## src/rtl/acs_map.svh

```systemverilog
/*
 Timing constants of the conversion sequencer host, as macros.
 Assumes a system clock of 10 MHz; every count except the end-flag settle count is derived from its time.
*/
`ifndef ACS_MAP_SVH
`define ACS_MAP_SVH

// System clock period
`define ACS_CLK_NS 100
// Least low time of the start pin
`define ACS_T_CNV_LOW_NS 40
// Least acquisition low time
`define ACS_T_ACQ_NS 1400
// Internal reference power-up time
`define ACS_T_REF_UP_NS 45000
// Least times round up to whole cycles
`define ACS_CYC_UP(ns) (((ns) + `ACS_CLK_NS - 1) / `ACS_CLK_NS)
`define ACS_CYC_CNV_LOW `ACS_CYC_UP(`ACS_T_CNV_LOW_NS)
`define ACS_CYC_ACQ `ACS_CYC_UP(`ACS_T_ACQ_NS)
`define ACS_CYC_ACQ_REF `ACS_CYC_UP(`ACS_T_ACQ_NS + `ACS_T_REF_UP_NS)
`define ACS_CYC_REF_GAP `ACS_CYC_UP(`ACS_T_REF_UP_NS)
// Cycles to ignore the end flag after it was re-armed
`define ACS_CYC_EOC_SETTLE 4
// Width of result word and of a command byte
`define ACS_RX_W 16
`define ACS_BYTE_W 8

`endif

```

## src/rtl/acs_pkg.sv

```systemverilog
/*
 Types of the conversion sequencer host: operations, hold choices, command.
 Assumes acs_map.svh for widths.
*/
`include "acs_map.svh"
package acs_pkg;
   typedef enum logic [0:0] {
      ACS_OP_PULSE = 1'b0,
      ACS_OP_FRAME = 1'b1
   } acs_op_t;

   typedef enum logic [1:0] {
      ACS_HOLD_SHORT = 2'h0,
      ACS_HOLD_ACQ = 2'h1,
      ACS_HOLD_REF = 2'h2
   } acs_hold_t;

   typedef struct packed {
      acs_op_t op;
      logic [`ACS_BYTE_W-1:0] tx_byte;
      logic [4:0] nbytes;
      logic [7:0] pulses;
      acs_hold_t hold;
      logic framed;
      logic ref_gap;
      logic eoc_guard;
      logic wait_eoc;
      logic mode11;
   } acs_cmd_t;

   typedef enum logic [5:0] {
      ACS_IDLE = 6'h01,
      ACS_PREW = 6'h02,
      ACS_SHIFT = 6'h04,
      ACS_GAP = 6'h08,
      ACS_CNVLO = 6'h10,
      ACS_EOCW = 6'h20
   } acs_state_t;
endpackage : acs_pkg

```

## src/rtl/acs_host.sv

```systemverilog
/*
 Host controller for a multichannel converter: drives start pin, frames
 serial transfers, waits on end-of-conversion. Assumes the device on the
 pins; MISO and EOC_N arrive asynchronously. SCLK is made here by a divider.
*/
// Function
// - Mode 00: start pin low at least 40 ns then high starts a full scan.
// - Mode 00: no second start pulse before end-of-conversion goes low.
// - Wait for end-of-conversion low before chip select or start goes low; code waits for it before select only with eoc_guard set.
// - Mode 01: start low begins tracking; hold it low at least 1.4 us.
// - Mode 01 with reference mode 00 or 10: add 45 us low time.
// - Mode 01 with temperature: 40 ns low suffices, device times the rest.
// - Mode 01: give exactly the number of start pulses the settings need.
// - Mode 11: 16 clocks after command; chip select gap under 100 us.
// - Mode 11 continuous: zero NOP bytes between conversion bytes.
// - Mode 11 with reference startup: chip select high 45 us after command.
// - Mode 11 temperature: 24 framed zero bytes; result in last two.
// - Never lower chip select before end-of-conversion falls; code holds select high for it only when the command's eoc_guard bit is set.
`include "acs_map.svh"
`timescale 1ns/1ps
`default_nettype none

module acs_host #(
   parameter int SCLK_HALF = 4
) (
   input wire logic CLK,
   input wire logic SYS_RST,
   input wire logic CMD_VALID,
   input wire acs_pkg::acs_cmd_t CMD,
   output logic CMD_READY,
   output logic DONE,
   output logic [`ACS_RX_W-1:0] RESULT,
   output logic CS_N,
   output logic SCLK,
   output logic MOSI,
   output logic CONVERSION_START_N,
   input wire logic MISO,
   input wire logic EOC_N
);
   import acs_pkg::*;

   localparam logic [11:0] CYC_SHORT = 12'(`ACS_CYC_CNV_LOW);
   localparam logic [11:0] CYC_ACQ = 12'(`ACS_CYC_ACQ);
   localparam logic [11:0] CYC_ACQ_REF = 12'(`ACS_CYC_ACQ_REF);
   localparam logic [11:0] CYC_REF_GAP = 12'(`ACS_CYC_REF_GAP);
   localparam logic [11:0] CYC_SETTLE = 12'(`ACS_CYC_EOC_SETTLE);
   localparam logic [11:0] CYC_GAP = 12'(SCLK_HALF);
   localparam logic [7:0] PH_RISE = 8'(SCLK_HALF - 1);
   localparam logic [7:0] PH_FALL = 8'(2 * SCLK_HALF - 1);
   // Extra low half after select falls, so the filtered data line has settled
   localparam logic [7:0] PH_LEAD = 8'h00 - 8'(SCLK_HALF);

   // Three-stage synchronisers, filtered value updates when stages 2 and 3 agree
   logic [1:0] s1;
   logic [1:0] s2;
   logic [1:0] s3;
   logic [1:0] filt;
   logic [1:0] next_filt;
   logic miso_f;
   logic eoc_n_f;

   always_comb begin
      next_filt = filt;
      for (int i = 0; i < 2; i++) begin
         if (s2[i] == s3[i]) begin
            next_filt[i] = s3[i];
         end
      end
   end

   always_ff @(posedge CLK or posedge SYS_RST) begin
      if (SYS_RST) begin
         s1 <= 2'h3;
         s2 <= 2'h3;
         s3 <= 2'h3;
         filt <= 2'h3;
      end else begin
         s1 <= {EOC_N, MISO};
         s2 <= s1;
         s3 <= s2;
         filt <= next_filt;
      end
   end

   assign miso_f = filt[0];
   assign eoc_n_f = filt[1];

   // Sequencer state
   acs_state_t state;
   acs_state_t next_state;
   acs_cmd_t cmd;
   acs_cmd_t next_cmd;
   logic [11:0] timer;
   logic [11:0] next_timer;
   logic [7:0] ph;
   logic [7:0] next_ph;
   logic [2:0] bitn;
   logic [2:0] next_bitn;
   logic [4:0] byten;
   logic [4:0] next_byten;
   logic [7:0] pulsen;
   logic [7:0] next_pulsen;
   logic [`ACS_BYTE_W-1:0] tx;
   logic [`ACS_BYTE_W-1:0] next_tx;
   logic [`ACS_RX_W-1:0] rx;
   logic [`ACS_RX_W-1:0] next_rx;
   logic [`ACS_RX_W-1:0] next_result;
   logic next_ready;
   logic next_done;
   logic next_cs_n;
   logic next_sclk;
   logic next_mosi;
   logic next_cnv_n;
   logic sample_now;

   // Start-pin low time chosen by the command
   function automatic logic [11:0] hold_cycles(input acs_hold_t h);
      logic [11:0] r;
      case (h)
         ACS_HOLD_ACQ: r = CYC_ACQ;
         ACS_HOLD_REF: r = CYC_ACQ_REF;
         default: r = CYC_SHORT;
      endcase
      return r;
   endfunction : hold_cycles

   // Next values of the sequencer
   always_comb begin
      next_state = state;
      next_cmd = cmd;
      next_timer = timer;
      next_ph = ph;
      next_bitn = bitn;
      next_byten = byten;
      next_pulsen = pulsen;
      next_tx = tx;
      next_rx = rx;
      next_result = RESULT;
      next_ready = CMD_READY;
      next_done = 1'b0;
      next_cs_n = CS_N;
      next_sclk = SCLK;
      next_mosi = MOSI;
      next_cnv_n = CONVERSION_START_N;
      sample_now = 1'b0;
      case (state)
         ACS_IDLE: begin
            if (CMD_VALID) begin
               next_cmd = CMD;
               next_ready = 1'b0;
               next_pulsen = 8'h00;
               next_byten = 5'h00;
               if (CMD.op == ACS_OP_PULSE) begin
                  next_cnv_n = 1'b0;
                  next_timer = hold_cycles(CMD.hold);
                  next_state = ACS_CNVLO;
               end else begin
                  next_state = ACS_PREW;
               end
            end
         end
         ACS_PREW: begin
            // With the guard set, chip select only falls once the end flag is low
            if (!cmd.eoc_guard || !eoc_n_f) begin
               next_cs_n = 1'b0;
               next_tx = cmd.tx_byte;
               next_mosi = cmd.tx_byte[7];
               next_bitn = 3'h0;
               next_ph = PH_LEAD;
               next_state = ACS_SHIFT;
            end
         end
         ACS_SHIFT: begin
            next_ph = ph + 8'h01;
            if (ph == PH_RISE) begin
               next_sclk = 1'b1;
               sample_now = cmd.mode11;
            end
            if (ph == PH_FALL) begin
               next_sclk = 1'b0;
               sample_now = !cmd.mode11;
               next_ph = 8'h00;
               next_tx = {tx[6:0], 1'b0};
               next_mosi = tx[6];
               next_bitn = bitn + 3'h1;
               if (bitn == 3'h7) begin
                  next_byten = byten + 5'h01;
                  next_tx = '0;
                  next_mosi = 1'b0;
                  if (byten + 5'h01 >= cmd.nbytes) begin
                     next_cs_n = 1'b1;
                     next_timer = CYC_SETTLE;
                     if (cmd.wait_eoc) begin
                        next_state = ACS_EOCW;
                     end else begin
                        next_state = ACS_IDLE;
                        next_done = 1'b1;
                        next_ready = 1'b1;
                     end
                  end else if (cmd.framed) begin
                     next_cs_n = 1'b1;
                     // Long gap after the conversion byte, kept under 100 us
                     next_timer = (byten == 5'h00 && cmd.ref_gap) ?
                        CYC_REF_GAP : CYC_GAP;
                     next_state = ACS_GAP;
                  end
               end
            end
            if (sample_now) begin
               next_rx = {rx[`ACS_RX_W-2:0], miso_f};
            end
            if (next_cs_n && !CS_N) begin
               next_result = next_rx;
            end
         end
         ACS_GAP: begin
            next_timer = timer - 12'h001;
            if (timer <= 12'h001) begin
               next_cs_n = 1'b0;
               next_ph = PH_LEAD;
               next_state = ACS_SHIFT;
            end
         end
         ACS_CNVLO: begin
            next_timer = timer - 12'h001;
            if (timer <= 12'h001) begin
               next_cnv_n = 1'b1;
               next_timer = CYC_SETTLE;
               next_state = ACS_EOCW;
            end
         end
         ACS_EOCW: begin
            // Stale low end flag is ignored while the synchroniser catches up
            if (timer != 12'h000) begin
               next_timer = timer - 12'h001;
            end else if (!eoc_n_f) begin
               next_pulsen = pulsen + 8'h01;
               if (cmd.op == ACS_OP_PULSE && pulsen + 8'h01 < cmd.pulses) begin
                  next_cnv_n = 1'b0;
                  next_timer = hold_cycles(cmd.hold);
                  next_state = ACS_CNVLO;
               end else begin
                  next_done = 1'b1;
                  next_ready = 1'b1;
                  next_state = ACS_IDLE;
               end
            end
         end
         default: begin
            next_state = ACS_IDLE;
            next_ready = 1'b1;
            next_cs_n = 1'b1;
            next_sclk = 1'b0;
            next_cnv_n = 1'b1;
         end
      endcase
   end

   // Registers of the sequencer and its pins
   always_ff @(posedge CLK or posedge SYS_RST) begin
      if (SYS_RST) begin
         state <= ACS_IDLE;
         cmd <= '0;
         timer <= 12'h000;
         ph <= 8'h00;
         bitn <= 3'h0;
         byten <= 5'h00;
         pulsen <= 8'h00;
         tx <= '0;
         rx <= '0;
         RESULT <= '0;
         CMD_READY <= 1'b1;
         DONE <= 1'b0;
         CS_N <= 1'b1;
         SCLK <= 1'b0;
         MOSI <= 1'b0;
         CONVERSION_START_N <= 1'b1;
      end else begin
         state <= next_state;
         cmd <= next_cmd;
         timer <= next_timer;
         ph <= next_ph;
         bitn <= next_bitn;
         byten <= next_byten;
         pulsen <= next_pulsen;
         tx <= next_tx;
         rx <= next_rx;
         RESULT <= next_result;
         CMD_READY <= next_ready;
         DONE <= next_done;
         CS_N <= next_cs_n;
         SCLK <= next_sclk;
         MOSI <= next_mosi;
         CONVERSION_START_N <= next_cnv_n;
      end
   end
endmodule : acs_host

`default_nettype wire

```

## config.mk

```make
export PLATFORM = sky130hd
export DESIGN_NAME = acs_host
export DESIGN_NICKNAME = d
export VERILOG_FILES = /design/src/rtl/acs_pkg.sv /design/src/rtl/acs_host.sv
export VERILOG_INCLUDE_DIRS = /design/src /design/src/rtl
export SDC_FILE = /design/constraint.sdc
export NUM_CORES = 1
export LEC_CHECK = 0
export BUFFER_PORTS_ARGS = -buffer_cell sky130_fd_sc_hd__clkbuf_2
export CAP_MARGIN = 20
export CORE_ASPECT_RATIO = 1.1
export CORE_MARGIN = 5
export CORE_UTILIZATION = 45
export CTS_BUF_LIST = sky130_fd_sc_hd__clkbuf_16
export DETAILED_ROUTE_END_ITERATION = 10
export HOLD_SLACK_MARGIN = 0.15
export PLACE_DENSITY_LB_ADDON = 0.15
export SKIP_LAST_GASP = 1
export SYNTH_ARGS = -nofsm -noshare
export SYNTH_HDL_FRONTEND = slang
export SYNTH_SLANG_ARGS = --single-unit
```

## constraint.sdc

```tcl
create_clock -name CLK -period 4.9 [get_ports CLK]
set_input_delay 0.98 -clock CLK [delete_from_list [all_inputs] [get_ports CLK]]
set_output_delay 0.98 -clock CLK [all_outputs]
set_load 0.005 [all_outputs]
```

Word-level counts from Yosys, hierarchy flattened
Index checks and enable logic that the tools add are counted.

Memories: 0. Output and inout port bits: 22. Logic and storage cells: 196. Input bits: 34. Bits in writable memories: 0. Bits in read-only memories: 0. Latch bits: 0. Register bits: 124.

Mux-type cells: 90. Add/sub/neg operators: 5. Bitwise gates (word level): 5. $lt $le $gt $ge: 3. Reduce and logical (&&, ||, !) cells: 31. Equality and inequality tests: 32. Shifts and indexed selects: 0. Divide/modulo/power cells: 0. $mul: 0.

Operators by type and width (count): 2-to-1 mux 12 bit (10); 2-to-1 mux 6 bit (11); one-hot mux 12 bit (5 select lines) (1); 2-to-1 mux 8 bit (6); 2-to-1 mux 1 bit (36); one-hot mux 6 bit (6 select lines) (1); one-hot mux 9 bit (2 select lines) (2); inequality test 2 bit (second input constant) (13); 2-to-1 mux 5 bit (5); one-hot mux 8 bit (3 select lines) (1); 2-to-1 mux 7 bit (3); AND reduction 9 bit (2); adder 8 x 1 -> 8 bit (second input constant) (2); 2-to-1 mux 16 bit (1); one-hot mux 8 bit (2 select lines) (1); one-hot mux 7 bit (2 select lines) (1); less-or-equal comparator 12 x 1 -> 1 bit (second input constant) (1); inequality test 3 bit (second input constant) (4); one-hot mux 1 bit (4 select lines) (3); nonzero test 12 bit (1); subtractor 12 x 1 -> 12 bit (second input constant) (1); one-hot mux 5 bit (2 select lines) (1); 2-to-1 mux 9 bit (1); AND reduction 3 bit (3); other kinds (33) (55).

Longest topological paths before layout
Gate-level depths: netlist of the first run.

Depth after elaboration: 8. Mapped depth: 12.

Worst setup path after synthesis of the first run
OpenSTA, ideal clock, no wires.

Path type: register -> register. From: reg pulsen[0]. To: reg timer[0]. Required time: 4775 ps. Slack: 2072 ps. Arrival time: 2703 ps. Stages on the path, launching flop included: 13. Buffers on the path: 1. Cells stage by stage: dfrtp_1 -> ha_1 -> nand3_1 -> nor2_1 -> xor2_1 -> ha_1 -> nand4_1 -> nand2_1 -> or3_2 -> o311ai_4 -> and3_1 -> buf_6 -> mux2_4.

Cells in the longest elaborated chain, start to end: 5.

RTL lines: from (decl) (RTL line acs_host.sv:101) `logic [7:0] pulsen;`; from (signal assigned) (RTL line acs_host.sv:285) `pulsen <= next_pulsen;`; adder 8 x 1 -> 8 bit (RTL line acs_host.sv:238) `if (cmd.op == ACS_OP_PULSE && pulsen + 8'h01 < cmd.pulses) begin`; < comparator 8 bit (RTL line acs_host.sv:238); logical AND 1 bit (RTL line acs_host.sv:238); inequality test 3 bit (no line); AND reduction 8 bit (no line); to (signal assigned) (RTL line acs_host.sv:281) `timer <= next_timer;`; to (decl) (RTL line acs_host.sv:93) `logic [11:0] timer;`.

Every way passes these cells. A chain may end at the register's enable or synchronous reset.

Worst setup path after layout of the first run
From: reg pulsen[0]. To: reg timer[1].

The elaborated chain is that of the path after synthesis.

==> flow_metrics.py, run 1 <==
metrics = {
    "clocking": {
        "clk_path_buf_depth": 2,
        "ctsResizeCount": 0,
        "cts_tree": "done",
        "cts.clk_slew.worst_paths_ns": 0.05,
        "cts_htree_levels": 4,
        "root_buffer": "clkbuf_16",
        "hold_buffers": 0,
        "postCtsSetupRepairBufs": 0,
        "clock-sinks": 124,
        "worst_skew_pair.late_latency_ns": 0.41,
        "cts_buffers": 17,
    },
    "die": {
        "fp.dieW_um": 125,
        "core_um2": 14300,
        "io_pins": 56,
        "start_util_pct": 45.5,
        "die-area_um2": 17000,
        "rows": 46,
        "die_y_um": 136,
    },
    "timing": {
        "fin_skew_ns": 0.00687,
        "slew_headroom_pct": 33.3,
        "post-route-period-util_pct": 66.9,
        "fin_setup_tns_ns": 0,
        "hold_violations": 0,
        "layout_setup_ws_ns": 1.62,
        "timing.hold.ws_ns": 0.356,
        "layout_min_cycle_time_ns": 3.28,
        "setup_viol": 0,
        "worstMarginPinSlew_ns": 0.991,
        "rsz0062_at_grt": "false",
        "slew_violations": 0,
        "fmax_ghz": 0.305,
    },
    "place": {
        "place.gp.congestion": 0.901,
        "dp.cells": 815,
        "place_area_um2": 6950,
        "dpl.hpwl_um": 9990,
        "portBuffers": 55,
        "place_ws_ns": 1.64,
    },
    "critical_path": {
        "slowest_stage": "and3_1",
        "cp.depth": 11,
        "worstSetupEndpoint": "timer[1]$_DFFE_PP0P_",
        "reg2reg_to": "timer[1]$_DFFE_PP0P_",
        "critical_path_class": "reg -> reg",
        "crit_path_end_kind": "flip-flop",
        "max_stage_delay_ns": 0.52,
        "crit_required_ns": 5.19,
        "cp_common_cell": "ha_1",
        "crit_chain": "ha_1 > nand3_1 > nor2_1 > xor2_1 > ha_1 > nand4_1 > nand2_1 > or3_2 > o311ai_4 > and3_1 > mux2_4",
        "worstSetupStartpoint": "pulsen[0]$_DFFE_PP0P_",
        "crit_buf_inv": 0,
        "reg2reg_from": "pulsen[0]$_DFFE_PP0P_",
        "crit_path_start_kind": "flip-flop",
        "cp.arrival_ns": 3.57,
        "reg2regPathDepth": 11,
        "crit_path_max_fanout": 10,
        "rrSetupSlack_ns": 1.62,
        "critPathTopFamily": "simple AND/OR/NAND/NOR gates",
    },
    "power": {
        "vdd_drop_max_v": 0.000270,
        "p_leak_nw": 3.61,
        "power_mw": 4.10,
        "powerDensity_nw_per_um2": 541,
    },
    "cells_and_area": {
        "nFillCells": 1278,
        "num_antenna_cells": 0,
        "fin_util_pct": 52.9,
        "final_cell_mix": "dfrtp_1, mux2_2, clkbuf_2, nand2_1, inv_1",
        "drive_gt1_share_pct": 30.4,
        "final_cell_count_no_fill": 849,
        "final_common_cell": "dfrtp_1",
        "nets": 702,
        "final_area_um2": 7580,
        "area_delta_synth_final_pct": 16.2,
    },
    "route": {
        "ant_nets": 0,
        "wl_um": 14200,
        "dr.pass1.iters": 5,
        "drc": 0,
        "viasPerCell": 5.54,
        "first_iter_violations": 365,
        "vias": 4705,
        "wl_per_cell_um": 16.7,
    },
    "logic_synthesis": {
        "dominantRegCellSynth": "dfrtp_1",
        "synth_fp_nets": 646,
        "syn_area_um2": 6530,
        "ys_warn_count": 0,
        "ys_ff_latch": 124,
        "synth.yosys.seq_area_share_pct": 47.8,
        "synth_top_cell_by_area": "dfrtp_1",
        "netlist_top_cells_area": "dfrtp_1, mux2_2, dfstp_2",
        "synth_cell_type_count": 77,
        "async_reset_ff_share_pct": 100,
        "avgSynthCellArea_um2": 11.1,
        "synth_top_area_share_pct": 42.9,
        "synth-edff-count": 0,
        "synthCells": 588,
    },
    "grt": {
        "grtUsageTotal_pct": 17.9,
        "grt_pass1_wl_um": 24500,
        "grt_antenna_before_repair": 0,
        "grt_max_degree": 85,
        "grt_pass1_vias": 4922,
        "grt_overflow": 0,
    },
    "outcome": {
        "status": "completed",
    },
    "min_path": {
        "whs_path_depth": 0,
        "min_path_type": "reg -> reg",
    },
    "job": {
        "drv_cap": 0,
    },
}
-- state kept, by name (all words and copies together) (netlist names), 2 cells and up --
register and cells:
timer 12, s1 2, filt 2, rx 16, s2 2, ph 8, state 6, RESULT 16
cmd 29, pulsen 8, byten 5, bitn 3, tx 7, s3 2
-- cells in the mapped netlist, drive strengths merged (6+ instances only) --
| cell | instances |
|---|---|
| or3 | 6 |
| nor2 | 29 |
| nor3 | 7 |
| dfstp | 12 |
| a21oi | 19 |
| mux2 | 79 |
| buf | 15 |
| nor4 | 7 |
| nand3 | 21 |
| nand4 | 11 |
| inv | 27 |
| and3 | 7 |
| ha | 24 |
| a22o | 11 |
| o21ai | 36 |
| nand2 | 43 |
| xor2 | 6 |
| nor3b | 10 |
| nand2b | 6 |
| dfrtp | 112 |
| clkbuf | 11 |
| xnor2 | 10 |
-- layout make-up --
| type | instances | area [µm²] | area share [%] |
|---|---|---|---|
| Clock buffer | 17 | 425 | 5.61 |
| Clock inverter | 15 | 169 | 2.23 |
| Inverter | 27 | 104 | 1.37 |
| Multi-Input combinational cell | 411 | 3170 | 41.8 |
| Sequential cell | 124 | 3120 | 41.1 |
| Tap cell | 192 | 240 | 3.17 |
| Timing Repair Buffer | 63 | 355 | 4.69 |
-- routing by layer --
metal  vias to the layer above  share of wire, %  track usage [%]  wire length [µm]
li1                       2267                 -                -                 -
met4                         0               2.4             7.65               340
met5                         -                 0                0                 0
met2                       124                50             30.4              7110
met1                      2284                43             22.0              6090
met3                        30               4.4             4.17               624
-- worst min path at each step --
| stage | from | slack, ns | to |
|---|---|---|---|
| finish | s1[0]$_DFF_PP1_ | 0.36 | s2[0]$_DFF_PP1_ |
| global placement | s1[0]$_DFF_PP1_ | 0.35 | s2[0]$_DFF_PP1_ |
| CTS | s1[0]$_DFF_PP1_ | 0.36 | s2[0]$_DFF_PP1_ |
| floorplan | s1[0]$_DFF_PP1_ | 0.35 | s2[0]$_DFF_PP1_ |
| detailed placement | s1[0]$_DFF_PP1_ | 0.35 | s2[0]$_DFF_PP1_ |
| global route | s1[0]$_DFF_PP1_ | 0.36 | s2[0]$_DFF_PP1_ |
-- power breakdown --
part | internal, mW | total, mW | switching, mW | leakage, nW
Sequential | 1.29 | 1.52 | 0.229 | 1.58
Clock | 0.833 | 1.27 | 0.434 | 0.309
Combinational | 0.610 | 1.32 | 0.710 | 1.72
-- cell families after synthesis --
| logic type | after synthesis | share of synthesized area (%) |
|---|---|---|
| compound gates | 121 | 13.1 |
| mux | 79 | 13.8 |
| flops | 124 | 47.8 |
| buf+inv | 53 | 3.66 |
| xor+xnor | 16 | 2.15 |
| simple gates | 169 | 14.6 |
| fa+ha+maj | 26 | 4.91 |
No activity file was read; power rests on OpenSTA's default activity.
==> run 2, diff against run 1 <==
Settings changed: ABC_AREA from default to 1.
Clock period 4.9 ns to 3.3 ns, I/O delays scaled along.
==> flow_metrics.py, run 2 <==
metrics = {
    "route": {
        "viasPerCell": 4.90,
        "first_iter_violations": 326,
        "vias": 5430,
        "dr.pass1.iters": 5,
        "wl_per_cell_um": 13.2,
        "wl_um": 14600,
        "drc": 0,
        "ant_nets": 0,
    },
    "grt": {
        "grt_overflow": 0,
        "grt_max_degree": 82,
        "grt_antenna_before_repair": 0,
        "grt_pass1_wl_um": 25100,
        "busiest_layer": "met2",
        "grt_util_met2_pct": 29.8,
        "grt.met1_usage_pct": 23.9,
        "grt_util_met3_pct": 3.67,
        "grtUsageTotal_pct": 18.1,
        "grt_pass1_vias": 5199,
    },
    "power": {
        "intPower_mw": 3.92,
        "power_mw": 6.76,
        "p_clk_share_pct": 26.2,
        "vdd_drop_max_v": 0.000420,
        "powerDensity_nw_per_um2": 887,
        "p_leak_nw": 4.00,
        "switching_share_pct": 42.0,
        "combPwrFrac_pct": 40.9,
        "pwr-share-seq_pct": 32.9,
        "switching_power_mw": 2.84,
    },
    "place": {
        "dpl.hpwl_um": 10700,
        "portBuffers": 55,
        "place_ws_ns": 0.617,
        "place.gp.congestion": 0.854,
    },
    "logic_synthesis": {
        "syn_area_um2": 6580,
        "post-synth-top-count-cell": "nand2_1",
        "synth_top_area_share_pct": 42.6,
        "synth_common_cells": "nand2_1, dfrtp_1, inv_1",
        "async_reset_ff_share_pct": 100,
        "synth_fp_nets": 902,
        "avgSynthCellArea_um2": 7.80,
        "netlist_top_cells_area": "dfrtp_1, nand2_1, inv_1",
        "synth_top_cell_by_area": "dfrtp_1",
        "dominantRegCellSynth": "dfrtp_1",
        "ys_warn_count": 0,
        "synth.yosys.seq_area_share_pct": 47.4,
        "synth_cell_type_count": 38,
        "ys_ff_latch": 124,
        "synth-edff-count": 0,
        "synthCells": 844,
    },
    "cells_and_area": {
        "reg_top3": "cmd x29, RESULT x16, rx x16",
        "area_delta_synth_final_pct": 15.8,
        "nets": 963,
        "largest-register": "cmd",
        "nFillCells": 1420,
        "final_cell_mix": "nand2_1, dfrtp_1, inv_1, o21ai_0, clkbuf_2",
        "num_antenna_cells": 0,
        "final_common_cell": "nand2_1",
        "fin_util_pct": 52.9,
        "largest_register_ffs": 29,
        "drive_gt1_share_pct": 15.3,
    },
    "die": {
        "start_util_pct": 45.7,
        "die_y_um": 137,
        "rows": 46,
        "fp.dieW_um": 125,
        "core_um2": 14400,
        "die-area_um2": 17100,
        "io_pins": 56,
    },
    "timing": {
        "layout_setup_ws_ns": 0.633,
        "hold_violations": 0,
        "fmax_ghz": 0.375,
        "rsz0062_at_grt": "false",
        "setup_viol": 0,
        "worstMarginPinSlew_ns": 0.456,
        "post-route-period-util_pct": 80.8,
        "timing.hold.ws_ns": 0.315,
        "slew_headroom_pct": 69.5,
        "slew_violations": 0,
        "fin_skew_ns": 0.0131,
        "layout_min_cycle_time_ns": 2.67,
        "fin_setup_tns_ns": 0,
    },
    "clocking": {
        "cts.clk_slew.worst_paths_ns": 0.06,
        "cts_htree_levels": 4,
        "cts_tree": "done",
        "clk_path_buf_depth": 2,
        "worst_skew_pair.late_latency_ns": 0.42,
        "postCtsSetupRepairBufs": 0,
        "ctsResizeCount": 0,
        "root_buffer": "clkbuf_16",
        "hold_buffers": 0,
        "cts_buffers": 17,
        "clock-sinks": 124,
    },
    "critical_path": {
        "critical_path_class": "reg -> reg",
        "reg2regPathDepth": 19,
        "crit_path_start_kind": "flip-flop",
        "cp.arrival_ns": 3.02,
        "crit_path_end_kind": "flip-flop",
        "worstSetupStartpoint": "pulsen[2]$_DFFE_PP0P_",
        "reg2reg_from": "pulsen[2]$_DFFE_PP0P_",
        "crit_required_ns": 3.65,
        "crit_path_max_fanout": 8,
    },
    "outcome": {
        "status": "completed",
    },
    "min_path": {
        "min_path_type": "in -> async",
    },
    "job": {
        "drv_cap": 0,
    },
}
-- run 2: path summary, 6_finish.rpt --
| path | to | slack [ns] |
|---|---|---|
| setup / recovery | timer[2]$_DFFE_PP0P_ | 0.63 |
| hold / removal | tx[0]$_DFFE_PP0P_ | 0.32 |
| setup reg to reg | timer[2]$_DFFE_PP0P_ | 0.63 |
| hold reg to reg | s2[1]$_DFF_PP1_ | 0.35 |
| max in group asynchronous | filt[0]$_DFFE_PP1N_ | 2.54 |
| min in group CLK | s1[0]$_DFF_PP1_ | 0.33 |
-- run 2: area by class of cell --
class	count	area, µm²	share of cell area (%)
tap	192	240	3.15
inverter	112	424	5.57
clock buffer	17	425	5.58
timing repair buffer	63	360	4.73
sequential	124	3120	40.9
multi-input combinational	587	2920	38.3
clock inverter	14	130	1.71
-- run 2: critical path, cell delays in order, from the launching register on --
cell and delay, ns:
dfrtp_1 0.37, inv_1 0.06, nor3_1 0.26, nand3_1 0.16
nor2_1 0.12, nand2_1 0.07, xor2_1 0.18, inv_1 0.07
ha_1 0.28, nand2_1 0.08, inv_1 0.05, nand2_1 0.05
nand3_1 0.06, nor2_1 0.16, nand2_1 0.11, nand2_1 0.09
nor2_1 0.07, nor2_4 0.23, nand2_1 0.09, nand2_1 0.07
-- run 2: logic make-up (layout without fill, tap and decap cells) --
logic type      Yosys count  in the layout  synth area share [%]
xor+xnor                 15             15                  2.00
compound gates          112            112                  8.99
simple gates            434            434                  28.3
flops                   124            124                  47.4
fa+ha+maj                26             26                  4.87
buf+inv                 133            206                  8.44
-- run 2: metal layers --
layer  up-vias  share of wire, %  wire length (µm)
met5         -                 0                 0
met3        17               4.0               590
met2       122                48              6990
met1      2492                46              6780
met4         0               1.7               255
li1       2799                 -                 -
-- run 2: power groups by stage --
stage / Sequential [mW] / Combinational, mW / Clock, mW
6_report: 2.22 / 2.77 / 1.77
4_1_cts: 2.22 / 2.79 / 1.81
5_1_grt: 2.28 / 3.16 / 1.89
3_5_place_dp: 2.25 / 2.77 / 0
3_3_place_gp: 2.24 / 2.75 / 0
2_1_floorplan: 2.18 / 2.19 / 0
-- run 2: stage by stage --
| stage | cell area [µm²] | cells |
|---|---|---|
| floorplan | 6590 | 844 |
| global placement | 7060 | 1078 |
| detailed placement | 7060 | 1078 |
| CTS | 7620 | 1109 |
| global route | 7620 | 1109 |
| finish | 7620 | 1109 |
